<file path="src/rtl/pmc_pkg.sv">
package pmc_pkg;

  // ----------------------------------------------------------------
  // Register map (byte address is four times the index)
  // ----------------------------------------------------------------
  localparam int              ADDR_W              = 18;
  localparam logic [15:0]     IDX_POWER_CONTROL   = 16'h0087;
  localparam logic [15:0]     IDX_SLEEP_INTEGRITY = 16'h6262;
  localparam logic [15:0]     IDX_SLEEP_COMMAND   = 16'h0088;
  localparam logic [15:0]     IDX_CLOCK_CONTROL   = 16'h0089;
  localparam logic [15:0]     IDX_STATUS          = 16'h008a;
  localparam logic [ADDR_W-1:0] ADDR_POWER_CONTROL   = {IDX_POWER_CONTROL, 2'b00};
  localparam logic [ADDR_W-1:0] ADDR_SLEEP_INTEGRITY = {IDX_SLEEP_INTEGRITY, 2'b00};
  localparam logic [ADDR_W-1:0] ADDR_SLEEP_COMMAND   = {IDX_SLEEP_COMMAND, 2'b00};
  localparam logic [ADDR_W-1:0] ADDR_CLOCK_CONTROL   = {IDX_CLOCK_CONTROL, 2'b00};
  localparam logic [ADDR_W-1:0] ADDR_STATUS          = {IDX_STATUS, 2'b00};

  // ----------------------------------------------------------------
  // Field positions and reset values
  // ----------------------------------------------------------------
  localparam int          POS_IDLE      = 0;
  localparam int          POS_MODE      = 0;
  localparam int          POS_RSVD_ONE  = 2;
  localparam int          POS_CALDIS    = 7;
  localparam int          POS_CRC_EN    = 0;
  localparam int          POS_CRC_RES   = 2;
  localparam int          POS_FORCE     = 5;
  localparam int          POS_OSC       = 0;
  localparam int          POS_ST_STATE  = 0;
  localparam int          POS_ST_MODE   = 4;
  localparam int          POS_ST_CLK    = 8;
  localparam logic [1:0]  RST_MODE      = 2'h0;
  localparam logic        RST_CALDIS    = 1'b0;
  localparam logic        RST_OSC       = 1'b1;
  localparam logic        RST_FORCE     = 1'b0;
  localparam logic [1:0]  RST_CRC_RES   = 2'h0;
  localparam logic        RST_CRC_EN    = 1'b0;

  // ----------------------------------------------------------------
  // Encodings and timing
  // ----------------------------------------------------------------
  localparam logic [1:0]  MODE_ACTIVE   = 2'h0;
  localparam logic [1:0]  MODE_LIGHT    = 2'h1;
  localparam logic [1:0]  MODE_DEEP     = 2'h2;
  localparam logic [1:0]  MODE_DEEPEST  = 2'h3;
  localparam logic [1:0]  CRC_PASS      = 2'h0;
  localparam logic [7:0]  CRC_POLY      = 8'h07;
  localparam logic [7:0]  CRC_INIT      = 8'hff;
  localparam logic [7:0]  PD_LIGHT_CYC  = 8'h04;
  localparam logic [7:0]  PU_LIGHT_CYC  = 8'h08;
  localparam logic [7:0]  PD_DEEP_CYC   = 8'h20;
  localparam logic [7:0]  PU_DEEP_CYC   = 8'h80;

  // ----------------------------------------------------------------
  // Types
  // ----------------------------------------------------------------
  typedef enum logic [2:0] {
    ST_ACTIVE, ST_IDLE, ST_PWR_DOWN, ST_SLEEP, ST_PWR_UP, ST_RET_CHECK
  } pmc_state_t;

  typedef struct packed {
    logic              psel;
    logic              penable;
    logic              pwrite;
    logic [ADDR_W-1:0] paddr;
    logic [31:0]       pwdata;
  } pmc_apb_req_t;

  typedef struct packed {
    logic [31:0] prdata;
    logic        pready;
    logic        pslverr;
  } pmc_apb_rsp_t;

  typedef struct packed {
    logic regulator_on;
    logic hf_rc_on;
    logic hf_xtal_on;
    logic lf_osc_on;
    logic cpu_clk_en;
    logic sleep_timer_en;
    logic ext_wake_en;
    logic io_hold;
    logic bod_en;
    logic por_en;
    logic partial_retain;
    logic clk_sel_xtal;
  } pmc_power_t;

  localparam pmc_power_t PWR_RESET = '{regulator_on: 1'b1, hf_rc_on: 1'b1, hf_xtal_on: 1'b0,
    lf_osc_on: 1'b1, cpu_clk_en: 1'b1, sleep_timer_en: 1'b1, ext_wake_en: 1'b1,
    io_hold: 1'b0, bod_en: 1'b1, por_en: 1'b1, partial_retain: 1'b0, clk_sel_xtal: 1'b0};

endpackage

</file>
<file path="src/rtl/pmc_crc8.sv">
`timescale 1ns/10ps
module pmc_crc8 #(
  parameter int W = 8
) (
  input  wire logic [W-1:0] data,
  output logic      [7:0]   crc
);

  // Bitwise serial form, unrolled by synthesis; MSB first
  always_comb begin
    crc = pmc_pkg::CRC_INIT;
    for (int i = W - 1; i >= 0; i--) begin
      crc = {crc[6:0], 1'b0} ^ ((crc[7] ^ data[i]) ? pmc_pkg::CRC_POLY : 8'h00);
    end
  end

endmodule // pmc_crc8

</file>
<file path="src/rtl/pmc_power_mode_ctrl.sv">
// The APB interface to the registers and the placing of the registers are this design's own decisions.
`timescale 1ns/10ps
module pmc_power_mode_ctrl #(
  parameter logic [7:0] PD_LIGHT = pmc_pkg::PD_LIGHT_CYC,
  parameter logic [7:0] PU_LIGHT = pmc_pkg::PU_LIGHT_CYC,
  parameter logic [7:0] PD_DEEP  = pmc_pkg::PD_DEEP_CYC,
  parameter logic [7:0] PU_DEEP  = pmc_pkg::PU_DEEP_CYC,
  parameter int         RET_W    = 16
) (
  input  wire logic                  clk,
  input  wire logic                  reset_n,
  input  wire pmc_pkg::pmc_apb_req_t apb_req,
  output pmc_pkg::pmc_apb_rsp_t      apb_rsp,
  input  wire logic                  irq_any,
  input  wire logic                  ext_irq,
  input  wire logic                  sleep_timer_expired,
  input  wire logic [RET_W-1:0]      retained_cfg,
  output pmc_pkg::pmc_power_t        power,
  output logic                       watchdog_reset
);

  // ----------------------------------------------------------------
  // State
  // ----------------------------------------------------------------
  typedef struct packed {
    pmc_pkg::pmc_state_t   st;
    logic [1:0]            mode;
    logic                  osc_cap;
    logic [7:0]            cnt;
    logic [1:0]            sleep_mode;
    logic                  caldis;
    logic                  osc_sel;
    logic                  force_rst;
    logic [1:0]            crc_res;
    logic                  crc_en;
    logic [7:0]            crc_lo_ref;
    logic [7:0]            crc_hi_ref;
    pmc_pkg::pmc_power_t   pwr;
    logic                  wdog;
    pmc_pkg::pmc_apb_rsp_t rsp;
  } pmc_ctrl_state_t;

  localparam pmc_ctrl_state_t STATE_RESET = '{
    st:         pmc_pkg::ST_ACTIVE,
    mode:       pmc_pkg::MODE_ACTIVE,
    osc_cap:    pmc_pkg::RST_OSC,
    cnt:        8'h00,
    sleep_mode: pmc_pkg::RST_MODE,
    caldis:     pmc_pkg::RST_CALDIS,
    osc_sel:    pmc_pkg::RST_OSC,
    force_rst:  pmc_pkg::RST_FORCE,
    crc_res:    pmc_pkg::RST_CRC_RES,
    crc_en:     pmc_pkg::RST_CRC_EN,
    crc_lo_ref: 8'h00,
    crc_hi_ref: 8'h00,
    pwr:        pmc_pkg::PWR_RESET,
    wdog:       1'b0,
    rsp:        '{prdata: 32'h0000_0000, pready: 1'b0, pslverr: 1'b0}
  };

  pmc_ctrl_state_t state_reg;
  pmc_ctrl_state_t state_next;

  logic       acc;
  logic       wr;
  logic       mapped;
  logic [31:0] rd_data;
  logic       idle_req;
  logic       wake;
  logic [1:0] crc_now;
  logic [7:0] crc_lo_now;
  logic [7:0] crc_hi_now;

  // ----------------------------------------------------------------
  // Retention signatures
  // ----------------------------------------------------------------
  pmc_crc8 #(.W(RET_W / 2)) u_crc_lo (
    .data (retained_cfg[RET_W/2-1:0]),
    .crc  (crc_lo_now)
  );

  pmc_crc8 #(.W(RET_W - RET_W / 2)) u_crc_hi (
    .data (retained_cfg[RET_W-1:RET_W/2]),
    .crc  (crc_hi_now)
  );

  // Low bit flags the low half, high bit the high half
  assign crc_now = {crc_hi_now != state_reg.crc_hi_ref,
                    crc_lo_now != state_reg.crc_lo_ref};

  // ----------------------------------------------------------------
  // Power controls per state
  // ----------------------------------------------------------------
  function automatic pmc_pkg::pmc_power_t power_for(
    input pmc_pkg::pmc_state_t st,
    input logic [1:0]          mode,
    input logic                osc_sel,
    input logic                osc_cap
  );
    pmc_pkg::pmc_power_t p;
    p = pmc_pkg::PWR_RESET;
    p.hf_xtal_on   = ~osc_sel;
    p.clk_sel_xtal = ~osc_sel;
    unique case (st)
      pmc_pkg::ST_ACTIVE, pmc_pkg::ST_RET_CHECK: begin
        p.cpu_clk_en = (st == pmc_pkg::ST_ACTIVE);
      end
      pmc_pkg::ST_IDLE: begin
        p.cpu_clk_en = 1'b0;
      end
      pmc_pkg::ST_PWR_DOWN: begin
        p.cpu_clk_en = 1'b0;
        p.io_hold    = (mode != pmc_pkg::MODE_LIGHT);
      end
      pmc_pkg::ST_SLEEP: begin
        p.cpu_clk_en   = 1'b0;
        p.hf_rc_on     = 1'b0;
        p.hf_xtal_on   = 1'b0;
        p.clk_sel_xtal = 1'b0;
        if (mode != pmc_pkg::MODE_LIGHT) begin
          p.regulator_on = 1'b0;
          p.io_hold      = 1'b1;
          p.bod_en       = 1'b0;
        end
        if (mode == pmc_pkg::MODE_DEEPEST) begin
          p.lf_osc_on      = 1'b0;
          p.sleep_timer_en = 1'b0;
          p.partial_retain = 1'b1;
        end
      end
      pmc_pkg::ST_PWR_UP: begin
        // Restart on the RC source, crystal warms up meanwhile when osc_cap is 0
        p.cpu_clk_en   = 1'b0;
        p.hf_xtal_on   = ~osc_cap;
        p.clk_sel_xtal = 1'b0;
        p.io_hold      = (mode != pmc_pkg::MODE_LIGHT);
      end
    endcase
    p.por_en = 1'b1;
    return p;
  endfunction

  // ----------------------------------------------------------------
  // Next state
  // ----------------------------------------------------------------
  always_comb begin
    state_next = state_reg;
    acc        = apb_req.psel & apb_req.penable & state_reg.rsp.pready;
    wr         = acc & apb_req.pwrite;
    mapped     = 1'b1;
    rd_data    = 32'h0000_0000;
    idle_req   = 1'b0;
    wake       = 1'b0;

    unique case (apb_req.paddr)
      pmc_pkg::ADDR_POWER_CONTROL: begin
        rd_data = 32'h0000_0000;
      end
      pmc_pkg::ADDR_SLEEP_COMMAND: begin
        rd_data[pmc_pkg::POS_MODE +: 2]  = state_reg.sleep_mode;
        rd_data[pmc_pkg::POS_RSVD_ONE]   = 1'b1;
        rd_data[pmc_pkg::POS_CALDIS]     = state_reg.caldis;
      end
      pmc_pkg::ADDR_CLOCK_CONTROL: begin
        rd_data[pmc_pkg::POS_OSC] = state_reg.osc_sel;
      end
      pmc_pkg::ADDR_SLEEP_INTEGRITY: begin
        rd_data[pmc_pkg::POS_CRC_EN]       = state_reg.crc_en;
        rd_data[pmc_pkg::POS_CRC_RES +: 2] = state_reg.crc_res;
        rd_data[pmc_pkg::POS_FORCE]        = state_reg.force_rst;
      end
      pmc_pkg::ADDR_STATUS: begin
        rd_data[pmc_pkg::POS_ST_STATE +: 3] = state_reg.st;
        rd_data[pmc_pkg::POS_ST_MODE +: 2]  = state_reg.mode;
        rd_data[pmc_pkg::POS_ST_CLK]        = state_reg.pwr.clk_sel_xtal;
      end
      default: begin
        mapped = 1'b0;
      end
    endcase

    // Bus answer: one wait state, pready straight from a flop
    state_next.rsp.pready  = apb_req.psel & apb_req.penable & ~state_reg.rsp.pready;
    state_next.rsp.pslverr = state_next.rsp.pready & ~mapped;
    state_next.rsp.prdata  = (state_next.rsp.pready & ~apb_req.pwrite) ? rd_data : 32'h0000_0000;

    // Register writes
    state_next.wdog = 1'b0;
    if (wr) begin
      unique case (apb_req.paddr)
        pmc_pkg::ADDR_POWER_CONTROL: begin
          idle_req = apb_req.pwdata[pmc_pkg::POS_IDLE];
        end
        pmc_pkg::ADDR_SLEEP_COMMAND: begin
          state_next.sleep_mode = apb_req.pwdata[pmc_pkg::POS_MODE +: 2];
          state_next.caldis     = apb_req.pwdata[pmc_pkg::POS_CALDIS];
        end
        pmc_pkg::ADDR_CLOCK_CONTROL: begin
          state_next.osc_sel = apb_req.pwdata[pmc_pkg::POS_OSC];
        end
        pmc_pkg::ADDR_SLEEP_INTEGRITY: begin
          state_next.crc_en    = apb_req.pwdata[pmc_pkg::POS_CRC_EN];
          state_next.force_rst = apb_req.pwdata[pmc_pkg::POS_FORCE];
          // Writing 0 clears a result bit, writing 1 leaves it
          state_next.crc_res   = state_reg.crc_res & apb_req.pwdata[pmc_pkg::POS_CRC_RES +: 2];
          state_next.wdog      = apb_req.pwdata[pmc_pkg::POS_FORCE];
        end
        default: begin
        end
      endcase
    end

    // Mode sequencing
    unique case (state_reg.st)
      pmc_pkg::ST_ACTIVE: begin
        if (idle_req) begin
          state_next.mode    = state_reg.sleep_mode;
          state_next.osc_cap = state_reg.osc_sel;
          if (state_reg.sleep_mode == pmc_pkg::MODE_ACTIVE) begin
            state_next.st = pmc_pkg::ST_IDLE;
          end else begin
            state_next.st  = pmc_pkg::ST_PWR_DOWN;
            // Deepest shares the deep sequence lengths
            state_next.cnt = (state_reg.sleep_mode == pmc_pkg::MODE_LIGHT) ?
                             PD_LIGHT - 8'h01 : PD_DEEP - 8'h01;
            if (state_reg.sleep_mode != pmc_pkg::MODE_LIGHT) begin
              state_next.crc_lo_ref = crc_lo_now;
              state_next.crc_hi_ref = crc_hi_now;
            end
          end
        end
      end
      pmc_pkg::ST_IDLE: begin
        if (irq_any) begin
          state_next.st = pmc_pkg::ST_ACTIVE;
        end
      end
      pmc_pkg::ST_PWR_DOWN: begin
        if (state_reg.cnt == 8'h00) begin
          state_next.st = pmc_pkg::ST_SLEEP;
        end else begin
          state_next.cnt = state_reg.cnt - 8'h01;
        end
      end
      pmc_pkg::ST_SLEEP: begin
        // Sleep timer is stopped in deepest sleep, so only pins wake it
        wake = ext_irq | (sleep_timer_expired &
               (state_reg.mode != pmc_pkg::MODE_DEEPEST));
        if (wake) begin
          state_next.st  = pmc_pkg::ST_PWR_UP;
          state_next.cnt = (state_reg.mode == pmc_pkg::MODE_LIGHT) ?
                           PU_LIGHT - 8'h01 : PU_DEEP - 8'h01;
        end
      end
      pmc_pkg::ST_PWR_UP: begin
        if (state_reg.cnt != 8'h00) begin
          state_next.cnt = state_reg.cnt - 8'h01;
        end else if (state_reg.mode == pmc_pkg::MODE_LIGHT) begin
          state_next.st = pmc_pkg::ST_ACTIVE;
        end else begin
          state_next.st = pmc_pkg::ST_RET_CHECK;
        end
      end
      pmc_pkg::ST_RET_CHECK: begin
        // Hardware result replaces the field and beats a same-cycle clear
        state_next.crc_res = crc_now;
        if (state_reg.crc_en && crc_now != pmc_pkg::CRC_PASS) begin
          state_next.wdog = 1'b1;
        end
        state_next.st = pmc_pkg::ST_ACTIVE;
      end
    endcase

    state_next.pwr = power_for(state_next.st, state_next.mode,
                               state_next.osc_sel, state_next.osc_cap);
  end

  always_ff @(posedge clk or negedge reset_n) begin
    if (!reset_n) begin
      state_reg <= STATE_RESET;
    end else begin
      state_reg <= state_next;
    end
  end

  assign apb_rsp        = state_reg.rsp;
  assign power          = state_reg.pwr;
  assign watchdog_reset = state_reg.wdog;
endmodule // pmc_power_mode_ctrl

</file>
<file path="config.mk">
export PLATFORM = sky130hd
export DESIGN_NAME = pmc_power_mode_ctrl
export DESIGN_NICKNAME = d
export VERILOG_FILES = /design/src/rtl/pmc_pkg.sv /design/src/rtl/pmc_crc8.sv /design/src/rtl/pmc_power_mode_ctrl.sv
export SDC_FILE = /design/constraint.sdc
export NUM_CORES = 1
export LEC_CHECK = 0
export ABC_CLOCK_PERIOD_IN_PS = 2450
export BUFFER_PORTS_ARGS = -buffer_cell sky130_fd_sc_hd__buf_4
export CORE_MARGIN = 8
export CORE_UTILIZATION = 35
export CTS_CLUSTER_DIAMETER = 30
export CTS_CLUSTER_SIZE = 8
export DETAILED_ROUTE_END_ITERATION = 16
export MAX_ROUTING_LAYER = met4
export SLEW_MARGIN = 40
export SYNTH_ARGS = -nofsm -noshare
export SYNTH_HDL_FRONTEND = slang
export SYNTH_SLANG_ARGS = --single-unit
</file>
<file path="constraint.sdc">
create_clock -name clk -period 2.45 [get_ports clk]
set_clock_uncertainty 0.2 [all_clocks]
set_input_delay 0.49 -clock clk [delete_from_list [all_inputs] [get_ports clk]]
set_output_delay 0.49 -clock clk [all_outputs]
set_load 0.005 [all_outputs]
</file>
==> impl_results.md <==
- Run status: finished, final reports clean
- Clock Tree Root: clkbuf_8
- Hold_buf cts: 0
- Vias after detailed routing: 2811
- CP endpoint kind: register
- Worst setup path startpoint: state_reg[71]$_DFFE_PN0P_
- Number of global-route vias before repair: 2981
- Initial antenna violation count: 0
- Worst r2r src: state_reg[71]$_DFFE_PN0P_
- Die W: ~120 µm
- Share of cells above drive strength 1: 0.326
- First-pass GRT wire length: 14200 µm
- Final hold vios: 0
- Dpl hpwl: approximately 6500 µm
- GPL Wtd Cong: 0.813
- PwrDens: about 510 nW/µm²
- Critical Path RT: around 2500 ps
- Wire per inst: ~14 µm
- CP Max Fanout: 4
- Core Area: just over 10000 µm²
- Port buffer count: 68
- Max-Cap Viols: 0
- Drt drc: 0
- Mapped Avg Cell Area: ~9.5 µm²
- CTS sink count: 57
- Clk slew on worst S/H paths: 60 ps
- Peak VDD IR: ~0.00022 V
- Worst EP arrival: between 2000 and 2500 ps
- Async set or reset register ratio after synthesis: 1.00
- Synthesis-stage register bit count: between 50 and 60
- Worst hold path type: in2async
- Area leader, netlist: dfrtp_1
- Count of pins over their slew limit: 0
- Register area share after synthesis: 0.397
- Fmax: between 0.4 and 0.5 GHz
- Max transition margin: 0.520
- Post-layout min period: 2240 ps
- Largest register FFs: 38
- Core Rows: 37
- Synth Cell Area: ~3600 µm²
- M1 wire length: 3900 µm
- GR Util All Layers: 0.128
- Post-route core utilization: 0.441
- Initial DRC count: between 100 and 150
- WL met3: about 410 µm
- Startpoint types: register
- Htree depth: 3
- Die height: ~120 µm
- Drt pass-1 iters: 4
- Yosys cell types: 63
- Full die area: 13800 µm²
- CTS tree: yes
- Clock Path Buffers: 2
- Min Hold Slack: between 0.4 and 0.5 ps
- I/O pin cnt: between 100 and 150
- Synth top area cells: dfrtp_1, buf_4, xnor2_1
- Drt total wl: approximately 8400 µm
- RSZ-0062 raised after global routing: false
- Final worst path period share: 0.914
- Vias per cell: 4.65
- Final setup violating endpoints: 0
- Antenna violation net count after detailed routing: 0
- Clock latency on the worst-skew pair: roughly 330 ps
- Critical path class: reg2reg
- Syn Inst Count: 381
- Final #Nets: between 500 and 600
- Leak pwr: between 2 and 2.5 nW
- Number of antenna diodes: 0
- Largest net degree at the start of global routing: 58
- Met2 wire length: slightly below 4000 µm
- Area grow syn2layout: 24.4%
- Synth warn: 0
- Total gr overflow: 0
- Top layer in use: met4
- Path depth of the worst reg2reg path: 10
- Synth Flop Type: dfrtp_1
- Synth top area share: 0.353
- Initial Util: 0.355
- CTS buffer count: 9
- Worst-Margin Slew: roughly 720 ps
- Post-synth EDFFs: 0
-- report_power, final --
group | leakage (nW) | total (W) | internal [W] | switching (W)
logic | 1.24 | 0.000414 | 0.000193 | 0.000221
registers | 0.714 | 0.000973 | 0.000966 | 0.00000744
clock network | 0.107 | 0.000918 | 0.000552 | 0.000365
-- repair_timing --
item / in CTS / in global routing
pin swaps: 0 / 1
buffers inserted: 0 / 2
setup endpoints to repair: 8 / 7
gates resized for setup: 1 / 0
-- cells in the final DEF, fill, tap and decap left out, types with 6 or more instances in the layout --
cell,count
a21oi_1,9
and3_1,8
buf_4,101
clkbuf_8,12
conb_1,26
dfrtp_1,51
dfstp_2,6
inv_1,11
mux2_2,11
nand2_1,32
nand3_1,9
nor2_1,28
nor3_1,10
o21ai_0,26
o21ai_1,8
xnor2_1,27
xor2_1,14
-- routing by layer --
layer / GRT usage / up-vias
li1: - / 1418
met1: 0.150 / 1315
met2: 0.205 / 70
met3: 0.0417 / 8
met4: 0.0360 / 0
met5: - / -
-- cell usage after synthesis, types with 2 or more instances --
cell type / number
a2111oi_0: 3
a211o_1: 2
a211oi_2: 2
a21oi_1: 9
and3_1: 8
and4_1: 3
buf_2: 2
buf_4: 47
clkbuf_1: 5
conb_1: 2
dfrtp_1: 51
dfstp_2: 6
inv_1: 11
mux2_2: 11
mux2i_1: 3
nand2_1: 32
nand3_1: 9
nand3b_1: 3
nor2_1: 28
nor2b_1: 4
nor3_1: 10
nor3b_1: 2
nor4_1: 3
nor4_4: 2
nor4bb_1: 2
o211ai_1: 4
o21ai_0: 26
o21ai_1: 8
o21bai_1: 3
o22ai_1: 2
or2_2: 4
or3_1: 4
xnor2_1: 27
xor2_1: 14
-- cell type report --
type                            count  area [µm²]
Timing Repair Buffer              103         798
Sequential cell                    57        1430
Tap cell                          136         170
Clock buffer                       14         173
Multi-Input combinational cell    281        1840
Inverter                           12        45.0
Clock inverter                      2        35.0
Fill cell                        1034        5690
-- critical path, stage by stage, from the launching register on --
cell,delay [ps]
dfrtp_1,370
inv_1,70
ha_1,180
nor3b_1,190
buf_4,150
a21o_1,120
and3_1,210
inv_2,80
o2bb2ai_2,140
a211oi_1,300
o21bai_1,150
-- metrics by stage --
stage | area [µm²] | TNS, ps | cells | power [W] | setup slack, ps
floorplan | 3700 | 0 | 405 | 0.00127 | 64.4
global placement | 4250 | -752 | 587 | 0.00140 | -112
detailed placement | 4250 | -1260 | 587 | 0.00141 | -159
CTS | 4470 | 0 | 603 | 0.00235 | 93.4
global route | 4490 | 0 | 605 | 0.00243 | 17.7
finish | 4490 | 0 | 605 | 0.00230 | 210
-- cells by family (layout without fill, tap and decap cells) --
group                      after synthesis  in the layout  synth area share
AOI/OAI and AO/OA                       76             76             0.141
DFF                                     57             57             0.397
muxes                                   14             14            0.0426
and+or+nand+nor                        123            123             0.193
buffers and inverters                   67            131             0.121
xor gates and xnor gates                41             41            0.0994
other                                    2             26           0.00208
adders and majority gates                1              1           0.00346
-- worst paths after layout --
kind	to	slack, ps
worst min-delay path	state_reg[60]$_DFFE_PN0P_	0.4
min in group clk	state_reg[70]$_DFFE_PN0P_	190
worst max register to register	power[9]$_DFF_PN0_	210
worst min register to register	state_reg[49]$_DFFE_PN0P_	300
max in group asynchronous	state_reg[68]$_DFFE_PN0P_	1560
worst max-delay path	power[9]$_DFF_PN0_	210
(Power assumes the default switching activity.)
